`src/rtl/tx_clock_plan_defs.vh`:
```
// Constants for the transmit clock and reset plan block.
// =====================================================
// Operation
// - Link word every 132 lane bits.
// - Frame strobe 1x, 2x or 4x link.
// - Word phase reference times link transfers.
// - Frame phase reference times frame transfers.
// - Low async reset for link, transport layers.
// - Separate low async reset for serdes.
// - Own low async reset for management port.
// - High reconf reset, shared in duplex.
// - Management port crosses domains safely.
// - Management slave reads control, status, writes control.
// - Sample stream runs on frame strobe.
// - Control samples run on frame strobe.
// - Commands run on link strobe.
// - PHY only, MAC only or both.
// - Combined build bonds lanes.
// - Management data 32 bits, byte addressed.
`ifndef TX_CLOCK_PLAN_DEFS_VH
`define TX_CLOCK_PLAN_DEFS_VH

// =====================================================
// Timing
`define BITS_PER_LINK   8'h84
`define BITS_PER_CYCLE  8'h21

// =====================================================
// Modes
`define MULT_1X         2'h0
`define MULT_2X         2'h1
`define MULT_4X         2'h2
`define CFG_PHY_ONLY    2'h0
`define CFG_MAC_ONLY    2'h1
`define CFG_MAC_PHY     2'h2

// =====================================================
// Management map
`define MGMT_CTRL_ADDR  10'h000
`define MGMT_STAT_ADDR  10'h004
`define MGMT_CTRL_RST   32'h00000001
`define CTRL_LANE_EN    0

// =====================================================
// Sizes
`define DATA_W          32
`define CMD_W           16
`define CTRL_W          4
`define FIFO_DEPTH      16
`define FIFO_AW         4

`endif

```
`src/rtl/reset_release_sync.v`:
```
// Reset synchroniser: asserts at once, releases once the second and third of three chained flops are both high.
`timescale 1ns/100ps
module reset_release_sync (
    // Clock and asynchronous low reset
    input  wire clock,
    input  wire async_low,
    // Synchronised low reset
    output reg  sync_low_q
);
    reg s1_q;
    reg s2_q;
    reg s3_q;

    // =====================================================
    // Release chain
    always @(posedge clock or negedge async_low) begin
        if (!async_low) begin
            s1_q       <= 1'b0;
            s2_q       <= 1'b0;
            s3_q       <= 1'b0;
            sync_low_q <= 1'b0;
        end else begin
            s1_q       <= 1'b1;
            s2_q       <= s1_q;
            s3_q       <= s2_q;
            sync_low_q <= s2_q & s3_q;
        end
    end
endmodule // reset_release_sync

```
`src/rtl/sample_fifo.v`:
```
// Sample FIFO with registered ready, valid and data.
`timescale 1ns/100ps
module sample_fifo #(
    parameter W     = 32,
    parameter DEPTH = 16,
    parameter AW    = 4
) (
    // Clock and reset
    input  wire         clock,
    input  wire         rst_n,
    // Fill side
    input  wire [W-1:0] in_data,
    input  wire         in_valid,
    output reg          in_ready_q,
    // Drain side
    output reg  [W-1:0] out_data_q,
    output reg          out_valid_q,
    input  wire         out_ready
);
    reg  [W-1:0] mem [0:DEPTH-1];
    reg  [AW-1:0] wr_ptr_q;
    reg  [AW-1:0] rd_ptr_q;
    reg  [AW:0]   cnt_q;
    reg  [AW:0]   cnt_d;
    wire push = in_valid & in_ready_q;
    wire load = (cnt_q != {(AW+1){1'b0}}) & (~out_valid_q | out_ready);

    // =====================================================
    // Occupancy
    always @* begin
        case ({push, load})
            2'b10:   cnt_d = cnt_q + 1'b1;
            2'b01:   cnt_d = cnt_q - 1'b1;
            default: cnt_d = cnt_q;
        endcase
    end

    always @(posedge clock) begin
        if (push) begin
            mem[wr_ptr_q] <= in_data;
        end
    end

    // =====================================================
    // Pointers and output stage
    always @(posedge clock or negedge rst_n) begin
        if (!rst_n) begin
            wr_ptr_q    <= {AW{1'b0}};
            rd_ptr_q    <= {AW{1'b0}};
            cnt_q       <= {(AW+1){1'b0}};
            in_ready_q  <= 1'b0;
            out_valid_q <= 1'b0;
            out_data_q  <= {W{1'b0}};
        end else begin
            cnt_q      <= cnt_d;
            in_ready_q <= (cnt_d != DEPTH[AW:0]);
            if (push) begin
                wr_ptr_q <= wr_ptr_q + 1'b1;
            end
            if (load) begin
                rd_ptr_q    <= rd_ptr_q + 1'b1;
                out_data_q  <= mem[rd_ptr_q];
                out_valid_q <= 1'b1;
            end else if (out_ready) begin
                out_valid_q <= 1'b0;
            end
        end
    end
endmodule // sample_fifo

```
`src/rtl/tx_link_clock_reset_plan.v`:
```
// Transmit clock strobes, reset domains, streams and management port.
`timescale 1ns/100ps
`include "tx_clock_plan_defs.vh"
module tx_link_clock_reset_plan (
    // Clock and reset
    input  wire                clock,
    input  wire                reset_n,
    // Domain resets
    input  wire                tx_mac_reset_low,
    input  wire                tx_serdes_reset_low,
    input  wire                tx_mgmt_reset_low,
    input  wire                xcvr_reconf_reset_high,
    input  wire                duplex_mode,
    // Build straps
    input  wire [1:0]          core_config,
    input  wire [1:0]          frame_mult_sel,
    // Sample stream
    input  wire [`DATA_W-1:0]  sample_data,
    input  wire                sample_valid,
    output wire                sample_ready,
    // Control sample stream
    input  wire [`CTRL_W-1:0]  ctrl_sample,
    input  wire                ctrl_sample_valid,
    output reg                 ctrl_sample_ready_q,
    // Command stream
    input  wire [`CMD_W-1:0]   cmd_data,
    input  wire                cmd_valid,
    output reg                 cmd_ready_q,
    // External MAC into PHY
    input  wire [`DATA_W-1:0]  mac_if_data,
    input  wire                mac_if_valid,
    // Lane side
    output reg  [`DATA_W-1:0]  serdes_data_q,
    output reg  [`CTRL_W-1:0]  serdes_ctrl_q,
    output reg  [`CMD_W-1:0]   serdes_cmd_q,
    output reg                 serdes_valid_q,
    output reg  [`DATA_W-1:0]  mac_if_out_q,
    output reg                 mac_if_out_valid_q,
    output reg                 lane_bond_q,
    // Phase references
    output reg                 word_phase_ref_q,
    output reg                 frame_phase_ref_q,
    // Reset outputs
    output wire                mac_reset_low_q,
    output wire                serdes_reset_low_q,
    output wire                mgmt_reset_low_q,
    output reg                 reconf_reset_high_q,
    output reg                 rx_reconf_reset_high_q,
    // Management port
    input  wire                mgmt_req_toggle,
    input  wire                mgmt_write,
    input  wire [9:0]          mgmt_address,
    input  wire [31:0]         mgmt_writedata,
    output reg                 mgmt_ack_toggle_q,
    output reg  [31:0]         mgmt_readdata_q,
    output reg                 mgmt_error_q
);
    reg                rst_meta_q;
    reg                rst_n_q;
    wire               reconf_rst_n;
    reg                cfg_taken_q;
    reg  [1:0]         core_cfg_q;
    reg  [1:0]         mult_q;
    reg  [7:0]         bit_cnt_q;
    reg  [7:0]         bit_cnt_d;
    reg  [1:0]         slot_q;
    reg  [1:0]         slot_d;
    reg                link_en_q;
    reg                frame_en_d;
    reg                frame_en_q;
    reg  [`DATA_W-1:0] frame_word_q;
    reg  [`CTRL_W-1:0] ctrl_word_q;
    wire [`DATA_W-1:0] fifo_data;
    wire               fifo_valid;
    wire               fifo_take;
    reg  [31:0]        ctrl_q;
    reg                tog1_q;
    reg                tog2_q;
    reg                tog3_q;
    reg                tog_seen_q;
    wire               mgmt_event;
    wire               addr_bad;
    wire [31:0]        status_word;
    wire               lane_en;

    // =====================================================
    // Reset release
    always @(posedge clock or negedge reset_n) begin
        if (!reset_n) begin
            rst_meta_q <= 1'b0;
            rst_n_q    <= 1'b0;
        end else begin
            rst_meta_q <= 1'b1;
            rst_n_q    <= rst_meta_q;
        end
    end

    reset_release_sync mac_sync (
        .clock      (clock),
        .async_low  (tx_mac_reset_low & reset_n),
        .sync_low_q (mac_reset_low_q)
    );

    reset_release_sync serdes_sync (
        .clock      (clock),
        .async_low  (tx_serdes_reset_low & reset_n),
        .sync_low_q (serdes_reset_low_q)
    );

    reset_release_sync mgmt_sync (
        .clock      (clock),
        .async_low  (tx_mgmt_reset_low & reset_n),
        .sync_low_q (mgmt_reset_low_q)
    );

    reset_release_sync reconf_sync (
        .clock      (clock),
        .async_low  (~xcvr_reconf_reset_high & reset_n),
        .sync_low_q (reconf_rst_n)
    );

    // Receive side only shares the reconfiguration reset in duplex builds.
    always @(posedge clock or negedge rst_n_q) begin
        if (!rst_n_q) begin
            reconf_reset_high_q    <= 1'b1;
            rx_reconf_reset_high_q <= 1'b0;
        end else begin
            reconf_reset_high_q    <= ~reconf_rst_n;
            rx_reconf_reset_high_q <= duplex_mode & ~reconf_rst_n;
        end
    end

    // =====================================================
    // Build straps
    // Straps are static, so they are caught once after reset release.
    always @(posedge clock or negedge rst_n_q) begin
        if (!rst_n_q) begin
            cfg_taken_q <= 1'b0;
            core_cfg_q  <= `CFG_MAC_PHY;
            mult_q      <= `MULT_1X;
            lane_bond_q <= 1'b0;
        end else begin
            if (!cfg_taken_q) begin
                cfg_taken_q <= 1'b1;
                core_cfg_q  <= core_config;
                mult_q      <= frame_mult_sel;
            end
            lane_bond_q <= cfg_taken_q & (core_cfg_q == `CFG_MAC_PHY);
        end
    end

    // =====================================================
    // Link and frame strobes
    always @* begin
        bit_cnt_d = bit_cnt_q + `BITS_PER_CYCLE;
        slot_d    = slot_q + 1'b1;
        if (bit_cnt_d == `BITS_PER_LINK) begin
            bit_cnt_d = 8'h00;
            slot_d    = 2'h0;
        end
        case (mult_q)
            `MULT_2X: frame_en_d = ~slot_d[0];
            `MULT_4X: frame_en_d = 1'b1;
            default:  frame_en_d = (slot_d == 2'h0);
        endcase
    end

    always @(posedge clock or negedge mac_reset_low_q) begin
        if (!mac_reset_low_q) begin
            bit_cnt_q           <= 8'h00;
            slot_q              <= 2'h0;
            link_en_q           <= 1'b0;
            frame_en_q          <= 1'b0;
            cmd_ready_q         <= 1'b0;
            ctrl_sample_ready_q <= 1'b0;
            word_phase_ref_q    <= 1'b0;
            frame_phase_ref_q   <= 1'b0;
        end else if (cfg_taken_q) begin
            bit_cnt_q           <= bit_cnt_d;
            slot_q              <= slot_d;
            link_en_q           <= (slot_d == 2'h0);
            frame_en_q          <= frame_en_d;
            cmd_ready_q         <= (slot_d == 2'h0);
            ctrl_sample_ready_q <= frame_en_d;
            if (slot_d == 2'h0) begin
                word_phase_ref_q <= ~word_phase_ref_q;
            end
            if (frame_en_d) begin
                frame_phase_ref_q <= ~frame_phase_ref_q;
            end
        end
    end

    // =====================================================
    // Sample buffer
    assign lane_en   = ctrl_q[`CTRL_LANE_EN];
    assign fifo_take = frame_en_q & lane_en & (core_cfg_q != `CFG_PHY_ONLY);

    sample_fifo #(
        .W     (`DATA_W),
        .DEPTH (`FIFO_DEPTH),
        .AW    (`FIFO_AW)
    ) fifo (
        .clock       (clock),
        .rst_n       (mac_reset_low_q),
        .in_data     (sample_data),
        .in_valid    (sample_valid),
        .in_ready_q  (sample_ready),
        .out_data_q  (fifo_data),
        .out_valid_q (fifo_valid),
        .out_ready   (fifo_take)
    );

    // =====================================================
    // Frame side
    // An empty buffer sends zeros rather than stalling the lane.
    always @(posedge clock or negedge mac_reset_low_q) begin
        if (!mac_reset_low_q) begin
            frame_word_q <= {`DATA_W{1'b0}};
            ctrl_word_q  <= {`CTRL_W{1'b0}};
        end else if (fifo_take) begin
            frame_word_q <= fifo_valid ? fifo_data : {`DATA_W{1'b0}};
            ctrl_word_q  <= ctrl_sample_valid ? ctrl_sample : {`CTRL_W{1'b0}};
        end
    end

    // =====================================================
    // Link side, MAC boundary
    // Frame data crosses on the link strobe, which is word phase zero.
    always @(posedge clock or negedge mac_reset_low_q) begin
        if (!mac_reset_low_q) begin
            mac_if_out_q       <= {`DATA_W{1'b0}};
            mac_if_out_valid_q <= 1'b0;
            serdes_ctrl_q      <= {`CTRL_W{1'b0}};
            serdes_cmd_q       <= {`CMD_W{1'b0}};
        end else begin
            mac_if_out_valid_q <= 1'b0;
            if (link_en_q & lane_en & (core_cfg_q != `CFG_PHY_ONLY)) begin
                mac_if_out_q       <= frame_word_q;
                mac_if_out_valid_q <= 1'b1;
                serdes_ctrl_q      <= ctrl_word_q;
                serdes_cmd_q       <= cmd_valid ? cmd_data : {`CMD_W{1'b0}};
            end
        end
    end

    // =====================================================
    // Lane side, PHY
    always @(posedge clock or negedge serdes_reset_low_q) begin
        if (!serdes_reset_low_q) begin
            serdes_data_q  <= {`DATA_W{1'b0}};
            serdes_valid_q <= 1'b0;
        end else begin
            serdes_valid_q <= 1'b0;
            case (core_cfg_q)
                `CFG_PHY_ONLY: begin
                    if (link_en_q & mac_if_valid) begin
                        serdes_data_q  <= mac_if_data;
                        serdes_valid_q <= 1'b1;
                    end
                end
                `CFG_MAC_PHY: begin
                    if (mac_if_out_valid_q) begin
                        serdes_data_q  <= mac_if_out_q;
                        serdes_valid_q <= 1'b1;
                    end
                end
                default: begin
                    serdes_data_q <= {`DATA_W{1'b0}};
                end
            endcase
        end
    end

    // =====================================================
    // Management port crossing
    // Fields are held by the master until the ack toggle returns.
    always @(posedge clock or negedge mgmt_reset_low_q) begin
        if (!mgmt_reset_low_q) begin
            tog1_q     <= 1'b0;
            tog2_q     <= 1'b0;
            tog3_q     <= 1'b0;
            tog_seen_q <= 1'b0;
        end else begin
            tog1_q <= mgmt_req_toggle;
            tog2_q <= tog1_q;
            tog3_q <= tog2_q;
            if (mgmt_event) begin
                tog_seen_q <= tog3_q;
            end
        end
    end

    assign mgmt_event  = (tog2_q == tog3_q) & (tog3_q != tog_seen_q);
    assign addr_bad    = (mgmt_address[1:0] != 2'h0);
    assign status_word = {22'h0, lane_bond_q, sample_ready, fifo_valid,
                          serdes_reset_low_q, mac_reset_low_q, cfg_taken_q,
                          core_cfg_q, mult_q};

    // =====================================================
    // Management registers
    always @(posedge clock or negedge mgmt_reset_low_q) begin
        if (!mgmt_reset_low_q) begin
            ctrl_q            <= `MGMT_CTRL_RST;
            mgmt_ack_toggle_q <= 1'b0;
            mgmt_readdata_q   <= 32'h00000000;
            mgmt_error_q      <= 1'b0;
        end else if (mgmt_event) begin
            mgmt_ack_toggle_q <= tog3_q;
            mgmt_error_q      <= 1'b0;
            mgmt_readdata_q   <= 32'h00000000;
            if (addr_bad) begin
                mgmt_error_q <= 1'b1;
            end else if (mgmt_address == `MGMT_CTRL_ADDR) begin
                if (mgmt_write) begin
                    ctrl_q <= mgmt_writedata;
                end else begin
                    mgmt_readdata_q <= ctrl_q;
                end
            end else if (mgmt_address == `MGMT_STAT_ADDR) begin
                if (mgmt_write) begin
                    mgmt_error_q <= 1'b1;
                end else begin
                    mgmt_readdata_q <= status_word;
                end
            end else begin
                mgmt_error_q <= 1'b1;
            end
        end
    end
endmodule // tx_link_clock_reset_plan

```
`config.mk`:
```
export PLATFORM = sky130hd
export DESIGN_NAME = tx_link_clock_reset_plan
export DESIGN_NICKNAME = d
export VERILOG_FILES = /design/src/rtl/reset_release_sync.v /design/src/rtl/sample_fifo.v /design/src/rtl/tx_link_clock_reset_plan.v
export VERILOG_INCLUDE_DIRS = /design/src /design/src/rtl
export SDC_FILE = /design/constraint.sdc
export NUM_CORES = 1
export LEC_CHECK = 0
export BUFFER_PORTS_ARGS = -buffer_cell sky130_fd_sc_hd__buf_2
export CORE_UTILIZATION = 35
export DETAILED_ROUTE_END_ITERATION = 7
export GPL_TIMING_DRIVEN = 0
export SLEW_MARGIN = 5
export SYNTH_ARGS = -nofsm -noshare
export SYNTH_HDL_FRONTEND = slang
export SYNTH_SLANG_ARGS = --single-unit
```
`constraint.sdc`:
```
create_clock -name clock -period 8.4 [get_ports clock]
set_clock_uncertainty 0.2 [all_clocks]
set_input_delay 0.84 -clock clock [delete_from_list [all_inputs] [get_ports clock]]
set_output_delay 0.84 -clock clock [all_outputs]
set_load 0.005 [all_outputs]
```
; ---- Word-level counts from Yosys, hierarchy flattened
; Memories as Yosys holds them, arrays and structs flattened. A register that Yosys moved wholly into a read port is not among the register bits.
; Cells that the tools add are included.
[op_classes]
n_div = 0
n_bitwise = 26
n_mux = 27
n_reduce_logical = 12
n_eq_ne = 12
magnitude_cmp = 0
n_mul = 0
n_shift = 0
n_addsub = 6
[op_table]
columns = operator, count
row1 = $mux W32, 6
row2 = $pmux W32 S2, 1
row3 = $mux W10, 2
row4 = $and A1 B1 Y1, 18
row5 = $mux W16, 1
row6 = $mux W1, 11
row7 = $eq A10 B3 Y1 const B, 1
row8 = $logic_not A10 Y1, 1
row9 = $pmux W5 S2, 1
row10 = $add A4 B1 Y4 const B, 2
row11 = $add A8 B6 Y8 const B, 1
row12 = $eq A8 B8 Y1 const B, 1
row13 = $mux W8, 1
row14 = $not A1 Y1, 7
row15 = $eq A2 B2 Y1 const B, 3
row16 = $reduce_and A2 Y1, 3
row17 = $reduce_bool A2 Y1, 3
row18 = $add A5 B1 Y5 const B, 1
row19 = $ne A5 B5 Y1 const B, 1
row20 = $reduce_bool A5 Y1, 1
row21 = $sub A5 B1 Y5 const B, 1
row22 = $eq A2 B1 Y1 const B, 2
row23 = $logic_not A2 Y1, 2
row24 = $mux W4, 1
row25 = other kinds (9), 11
[word_totals]
inputBits = 143
latch_bits = 0
output_inout_bits = 131
register_bits = 246
ramBits = 512
n_memories = 1
romBits = 0
[mem_list]
columns = memory, depth, word_bits, read_ports, rd_ports_with_merged_regs, write_ports, line
row1 = fifo.mem, 16, 32, 1, 1, 1, sample_fifo.v:20  ; reg [W-1:0] mem [0:DEPTH-1];

; ---- Logic depth before layout (Yosys ltp)
[logic_depth]
ltp_word = 7
depth_mapped = 11
ltp_nobuf = 10

; ---- Modules after synthesis
; Synthesis repeated with hierarchy kept, for this count alone.
[unflattened]
cells_unflattened = 1688
hier_area_um2 = 30715.7
[by_module_without_submodules]
columns = mod, seq_area_each_um2, n_inst, area_per_inst_um2, cells_per_inst
row1 = sample_fifo, 16550.9, 1, 21523.1, 943
row2 = tx_link_clock_reset_plan, 5383.9, 1, 8752.1, 721
row3 = reset_release_sync, 100.1, 4, 110.1, 6

; ---- Least setup slack after synthesis
; OpenSTA, ideal clock, no wires.
[synth_path]
path_type = register to output
start = register mac_sync.sync_low_q
end = output mac_reset_low_q
arrival_time_ps = 3575
slack_ps = 3785
n_path_buf = 0
required_time_ps = 7360
stages_incl_launch_ff = 1
cell_sequence = dfrtp_1
[synth_rtl]
columns = item, line
row1 = start: declaration, reset_release_sync.v:8  ; output reg sync_low_q
row2 = start signal: assignment, reset_release_sync.v:26  ; sync_low_q <= s2_q & s3_q;
row3 = end: declaration, tx_link_clock_reset_plan.v:44  ; output wire mac_reset_low_q,
; No word-level cell between the ends.

; ---- Final worst setup path
[layout_path]
start = register ctrl_q[0]
end = register fifo.cnt_q[4]
[layout_between]
elab_chain_cells = 6
[layout_rtl]
columns = item, line
row1 = start: declaration, tx_link_clock_reset_plan.v:76  ; reg [31:0] ctrl_q;
row2 = start signal: assignment, tx_link_clock_reset_plan.v:304  ; ctrl_q <= `MGMT_CTRL_RST;
row3 = start signal: assignment, tx_link_clock_reset_plan.v:316  ; ctrl_q <= mgmt_writedata;
row4 = $and A1 B1 Y1 (*) (2 in series), tx_link_clock_reset_plan.v:197  ; assign fifo_take = frame_en_q & lane_en & (core_cfg_q != `CFG_PHY_ONLY);
row5 = $or A1 B1 Y1 (*), sample_fifo.v:26  ; wire load = (cnt_q != {(AW+1){1'b0}}) & (~out_valid_q | out_ready);
row6 = $and A1 B1 Y1 (*), sample_fifo.v:26
row7 = net fifo.load, sample_fifo.v:26
row8 = $eq A2 B1 Y1 / $eq A2 B2 Y1 (equally long branches), sample_fifo.v:31  ; case ({push, load})
row9 = $pmux W5 S2 (*), sample_fifo.v:31
row10 = net fifo.cnt_d[4], sample_fifo.v:24  ; reg [AW:0] cnt_d;
row11 = end signal: assignment, sample_fifo.v:50  ; cnt_q <= {(AW+1){1'b0}};
row12 = end signal: assignment, sample_fifo.v:55  ; cnt_q <= cnt_d;
row13 = end: declaration, sample_fifo.v:23  ; reg [AW:0] cnt_q;
; The timed path passes the listed nets; every way through them passes the cells marked *.
; A chain may end at the register's enable or synchronous reset.

==> impl_metrics.csv <==
group,metric,value,unit
layout,final_cell_mix,"edfxtp_1, buf_2, dfrtp_1, nand2_1, mux4_2",
setup_path,path_max_fanout,10,
floorplanning,core-area,0.0857,mm²
sta,fmax,238,MHz
sta,rsz0062_at_grt,"false",
clock_tree,clkTransAtPathRegs,0.06,ns
yosys,ys_types,49,
yosys,yosysTopAreaCellShare,50.5,%
floorplanning,rows,107,
sta,post-route-min-period,4.20,ns
setup_path,critPathKind,"register to register",
sta,fin_crit_sh,50.0,%
sta,worst_hold_slack,0.0563,ns
place,dp.cells,3152,
clock_tree,cts_num_sinks,790,
clock_tree,cts_made_buffers,84,
sta,slew_violations,0,
sta,finalHoldViolations,0,
detailed_routing,wl_met1,30900,µm
job,maxCapViolCount,0,
clock_tree,cts-root-buf,"clkbuf_16",
clock_tree,cts_hold_buf,6,
global_routing,grt-ovfl-total,0,
detailed_routing,vias,16500,
power_and_ir_drop,leakage,14.1,nW
floorplanning,die_w,297,µm
sta,tns,0,ns
layout,final_cells,3316,
layout,drive_gt1_share,31.5,%
sta,worst_slew_pin_slew,1.04,ns
global_routing,antenna_found_initial,8,
yosys,synth_edf_count,512,
floorplanning,die-area,0.0881,mm²
clock_tree,cts_tree,"yes",
layout,area_delta_synth_final,20.8,%
status,outcome,"finished, final reports clean",
yosys,yosysSeqAreaShare,73.4,%
detailed_routing,vias_per_cell,4.97,
floorplanning,pin_count,274,
clock_tree,clock_path_buffers,3,
yosys,synth_flop_cell,"edfxtp_1",
global_routing,grt_pass1_wl,110000,µm
global_routing,grt_start_max_net_pins,71,
layout,layout_commonest_cell,"edfxtp_1",
setup_path,worstPathArrival,4.51,ns
detailed_routing,wl_per_cell,21.9,µm
hold_path,hp-class,"register to asynchronous set/reset pin",
setup_path,ff2ff_path_depth,11,
floorplanning,die_y,297,µm
sta,slew_headroom,30.6,%
power_and_ir_drop,totalPowerFinal,9.96,mW
clock_tree,cts_setup_buffers,0,
setup_path,reg2reg_slack,4.20,ns
detailed_routing,drt_iter0_drc,1294,
power_and_ir_drop,ir_drop,0.156,mV
detailed_routing,routed.top_layer,"met5",
place,gp_congestion,0.826,
place,portBuffers,272,
setup_path,rr_endpoint,"fifo.cnt_q[4]$_DFF_PN0_",
setup_path,crit_end,"fifo.cnt_q[4]$_DFF_PN0_",
yosys,postSynthCellCount,1700,
floorplanning,start_util,35.5,%
yosys,yosysWarnings,0,
setup_path,cp-start-kind,"register",
yosys,yosysTopAreaCell,"edfxtp_1",
yosys,synth.avg_cell_area,17.9,µm²
yosys,ys_async_sr_fraction,35.2,%
setup_path,worstSetupStartpoint,"ctrl_q[0]$_DFFE_PN1P_",
clock_tree,clkLatencyLatePin,0.63,ns
detailed_routing,dr_wl_met3,4450,µm
power_and_ir_drop,power_density,271,mW/mm²
detailed_routing,drt_pass1_iterations,7,
setup_path,cp-end-kind,"register",
place,dp_hpwl,51000,µm
clock_tree,htree_num_levels,3,
yosys,synthTopCellsByArea,"edfxtp_1, dfrtp_1, mux4_2",
global_routing,grt_usage,16.6,%
yosys,ys_ff_latch,790,
setup_path,reg2reg_from,"ctrl_q[0]$_DFFE_PN1P_",
setup_path,worstPathRequired,8.71,ns
detailed_routing,wl_met2,35900,µm
global_routing,grt_pass1_vias,17400,
detailed_routing,drtAntennaViolNets,0,
clock_tree,ctsResizeCount,0,
detailed_routing,drcViolationCount,0,
layout,finalNetCount,2256,
yosys,synthesis.area,0.0304,mm²
detailed_routing,wirelength,72800,µm
sta,setup_violations,0,
state kept, by name, summed over array words and instances (netlist names), 2 cells and up:
| register | flops |
|---|---|
| core_cfg_q | 2 |
| fifo.cnt_q | 5 |
| mgmt_readdata_q | 32 |
| fifo.out_data_q | 32 |
| fifo.wr_ptr_q | 4 |
| ctrl_word_q | 4 |
| fifo.rd_ptr_q | 4 |
| slot_q | 2 |
| mac_if_out_q | 32 |
| serdes_ctrl_q | 4 |
| bit_cnt_q | 8 |
| fifo.mem | 512 |
| serdes_cmd_q | 16 |
| mult_q | 2 |
| serdes_data_q | 32 |
| frame_word_q | 32 |
| ctrl_q | 32 |
final cells by class:
| class | instances | area [µm²] |
|---|---|---|
| plain buffers | 95 | 458 |
| inverters | 12 | 45.0 |
| fillers | 7537 | 48900 |
| repair buffers | 309 | 1980 |
| well taps | 1144 | 1430 |
| multi-input cells | 808 | 7710 |
| flip-flops and latches | 790 | 22300 |
| diodes | 1 | 2.50 |
| clock inverters | 42 | 460 |
| clock buffers | 115 | 2330 |
how the worst min path moves through the flow:
stage	end	slack, ns	start	cells after the start
final	core_cfg_q[1]$_DFFE_PN1N_	0.06	rst_n_q$_DFF_PN0_	0
after global routing	core_cfg_q[1]$_DFFE_PN1N_	0.08	rst_n_q$_DFF_PN0_	0
after floorplan	cfg_taken_q$_DFF_PN0_	-0.11	rst_n_q$_DFF_PN0_	0
after detailed placement	rx_reconf_reset_high_q$_DFF_PN0_	-0.03	rst_n_q$_DFF_PN0_	0
after CTS	core_cfg_q[1]$_DFFE_PN1N_	0.06	rst_n_q$_DFF_PN0_	0
after global placement	rx_reconf_reset_high_q$_DFF_PN0_	-0.04	rst_n_q$_DFF_PN0_	0
layer usage:
metal	GRT usage, %	vias up
li1	-	7299
met1	21.9	8597
met2	27.7	486
met3	3.60	95
met4	4.63	10
met5	0	-
stage by stage:
stage | cell area, µm² | util (%) | worst slack [ns]
3_5_place_dp | 33900 | 39.6 | 4.15
6_report | 36800 | 42.9 | 4.20
4_1_cts | 36800 | 42.9 | 4.15
2_1_floorplan | 30400 | - | 3.59
5_1_grt | 36800 | 42.9 | 3.98
3_3_place_gp | 33200 | 38.8 | 1.25
logic make-up (layout without fill, tap and decap cells):
| group | count (synthesis) | count (layout) | synth area share, % |
|---|---|---|---|
| DFF | 790 | 790 | 73.4 |
| and+or+nand+nor | 347 | 347 | 4.75 |
| muxes | 276 | 276 | 16.0 |
| AOI/OAI and AO/OA | 147 | 147 | 3.09 |
| buffers and inverters | 107 | 573 | 1.65 |
| xor gates and xnor gates | 18 | 18 | 0.518 |
| adders and majority gates | 14 | 14 | 0.592 |
| other | 1 | 7 | 0.0123 |
Yosys cell counts, types with 2 or more instances:
library cell and n:
nand2b_1 4, dfrtp_1 275, nor4b_1 2, ha_1 12, buf_1 15, a22o_1 22, o21ai_0 70, dfstp_2 3
or4_1 2, o211ai_1 4, and2_1 10, inv_1 11, mux4_2 160, nor2b_1 16, a211oi_1 32, xor2_1 3
nor3_1 7, xnor2_1 15, clkbuf_1 60, nand4_1 4, a21o_1 3, nand3_1 4, buf_4 3, mux2_2 48
buf_2 6, nand2_1 241, edfxtp_1 512, mux2i_1 45, nor4_1 2, and3b_1 2, mux2_1 23, a21oi_1 8
nor2_1 49, a21boi_0 2, buf_6 11
worst max-delay path: stages (launching register included):
cell	delay, ns
dfstp_2	0.59
o211ai_1	0.12
clkbuf_1	0.27
a21oi_2	0.53
clkbuf_1	0.68
ha_1	0.41
ha_1	0.31
a21o_1	0.17
a21oi_1	0.18
xnor2_1	0.16
a21boi_0	0.14
or2_2	0.31
power breakdown:
group	switching, mW	leakage, nW	internal [mW]
Combinational	0.870	4.50	0.737
Sequential	0.141	8.26	4.52
Clock	1.52	1.36	2.17
Note: power is estimated with default switching activity, not from simulation.
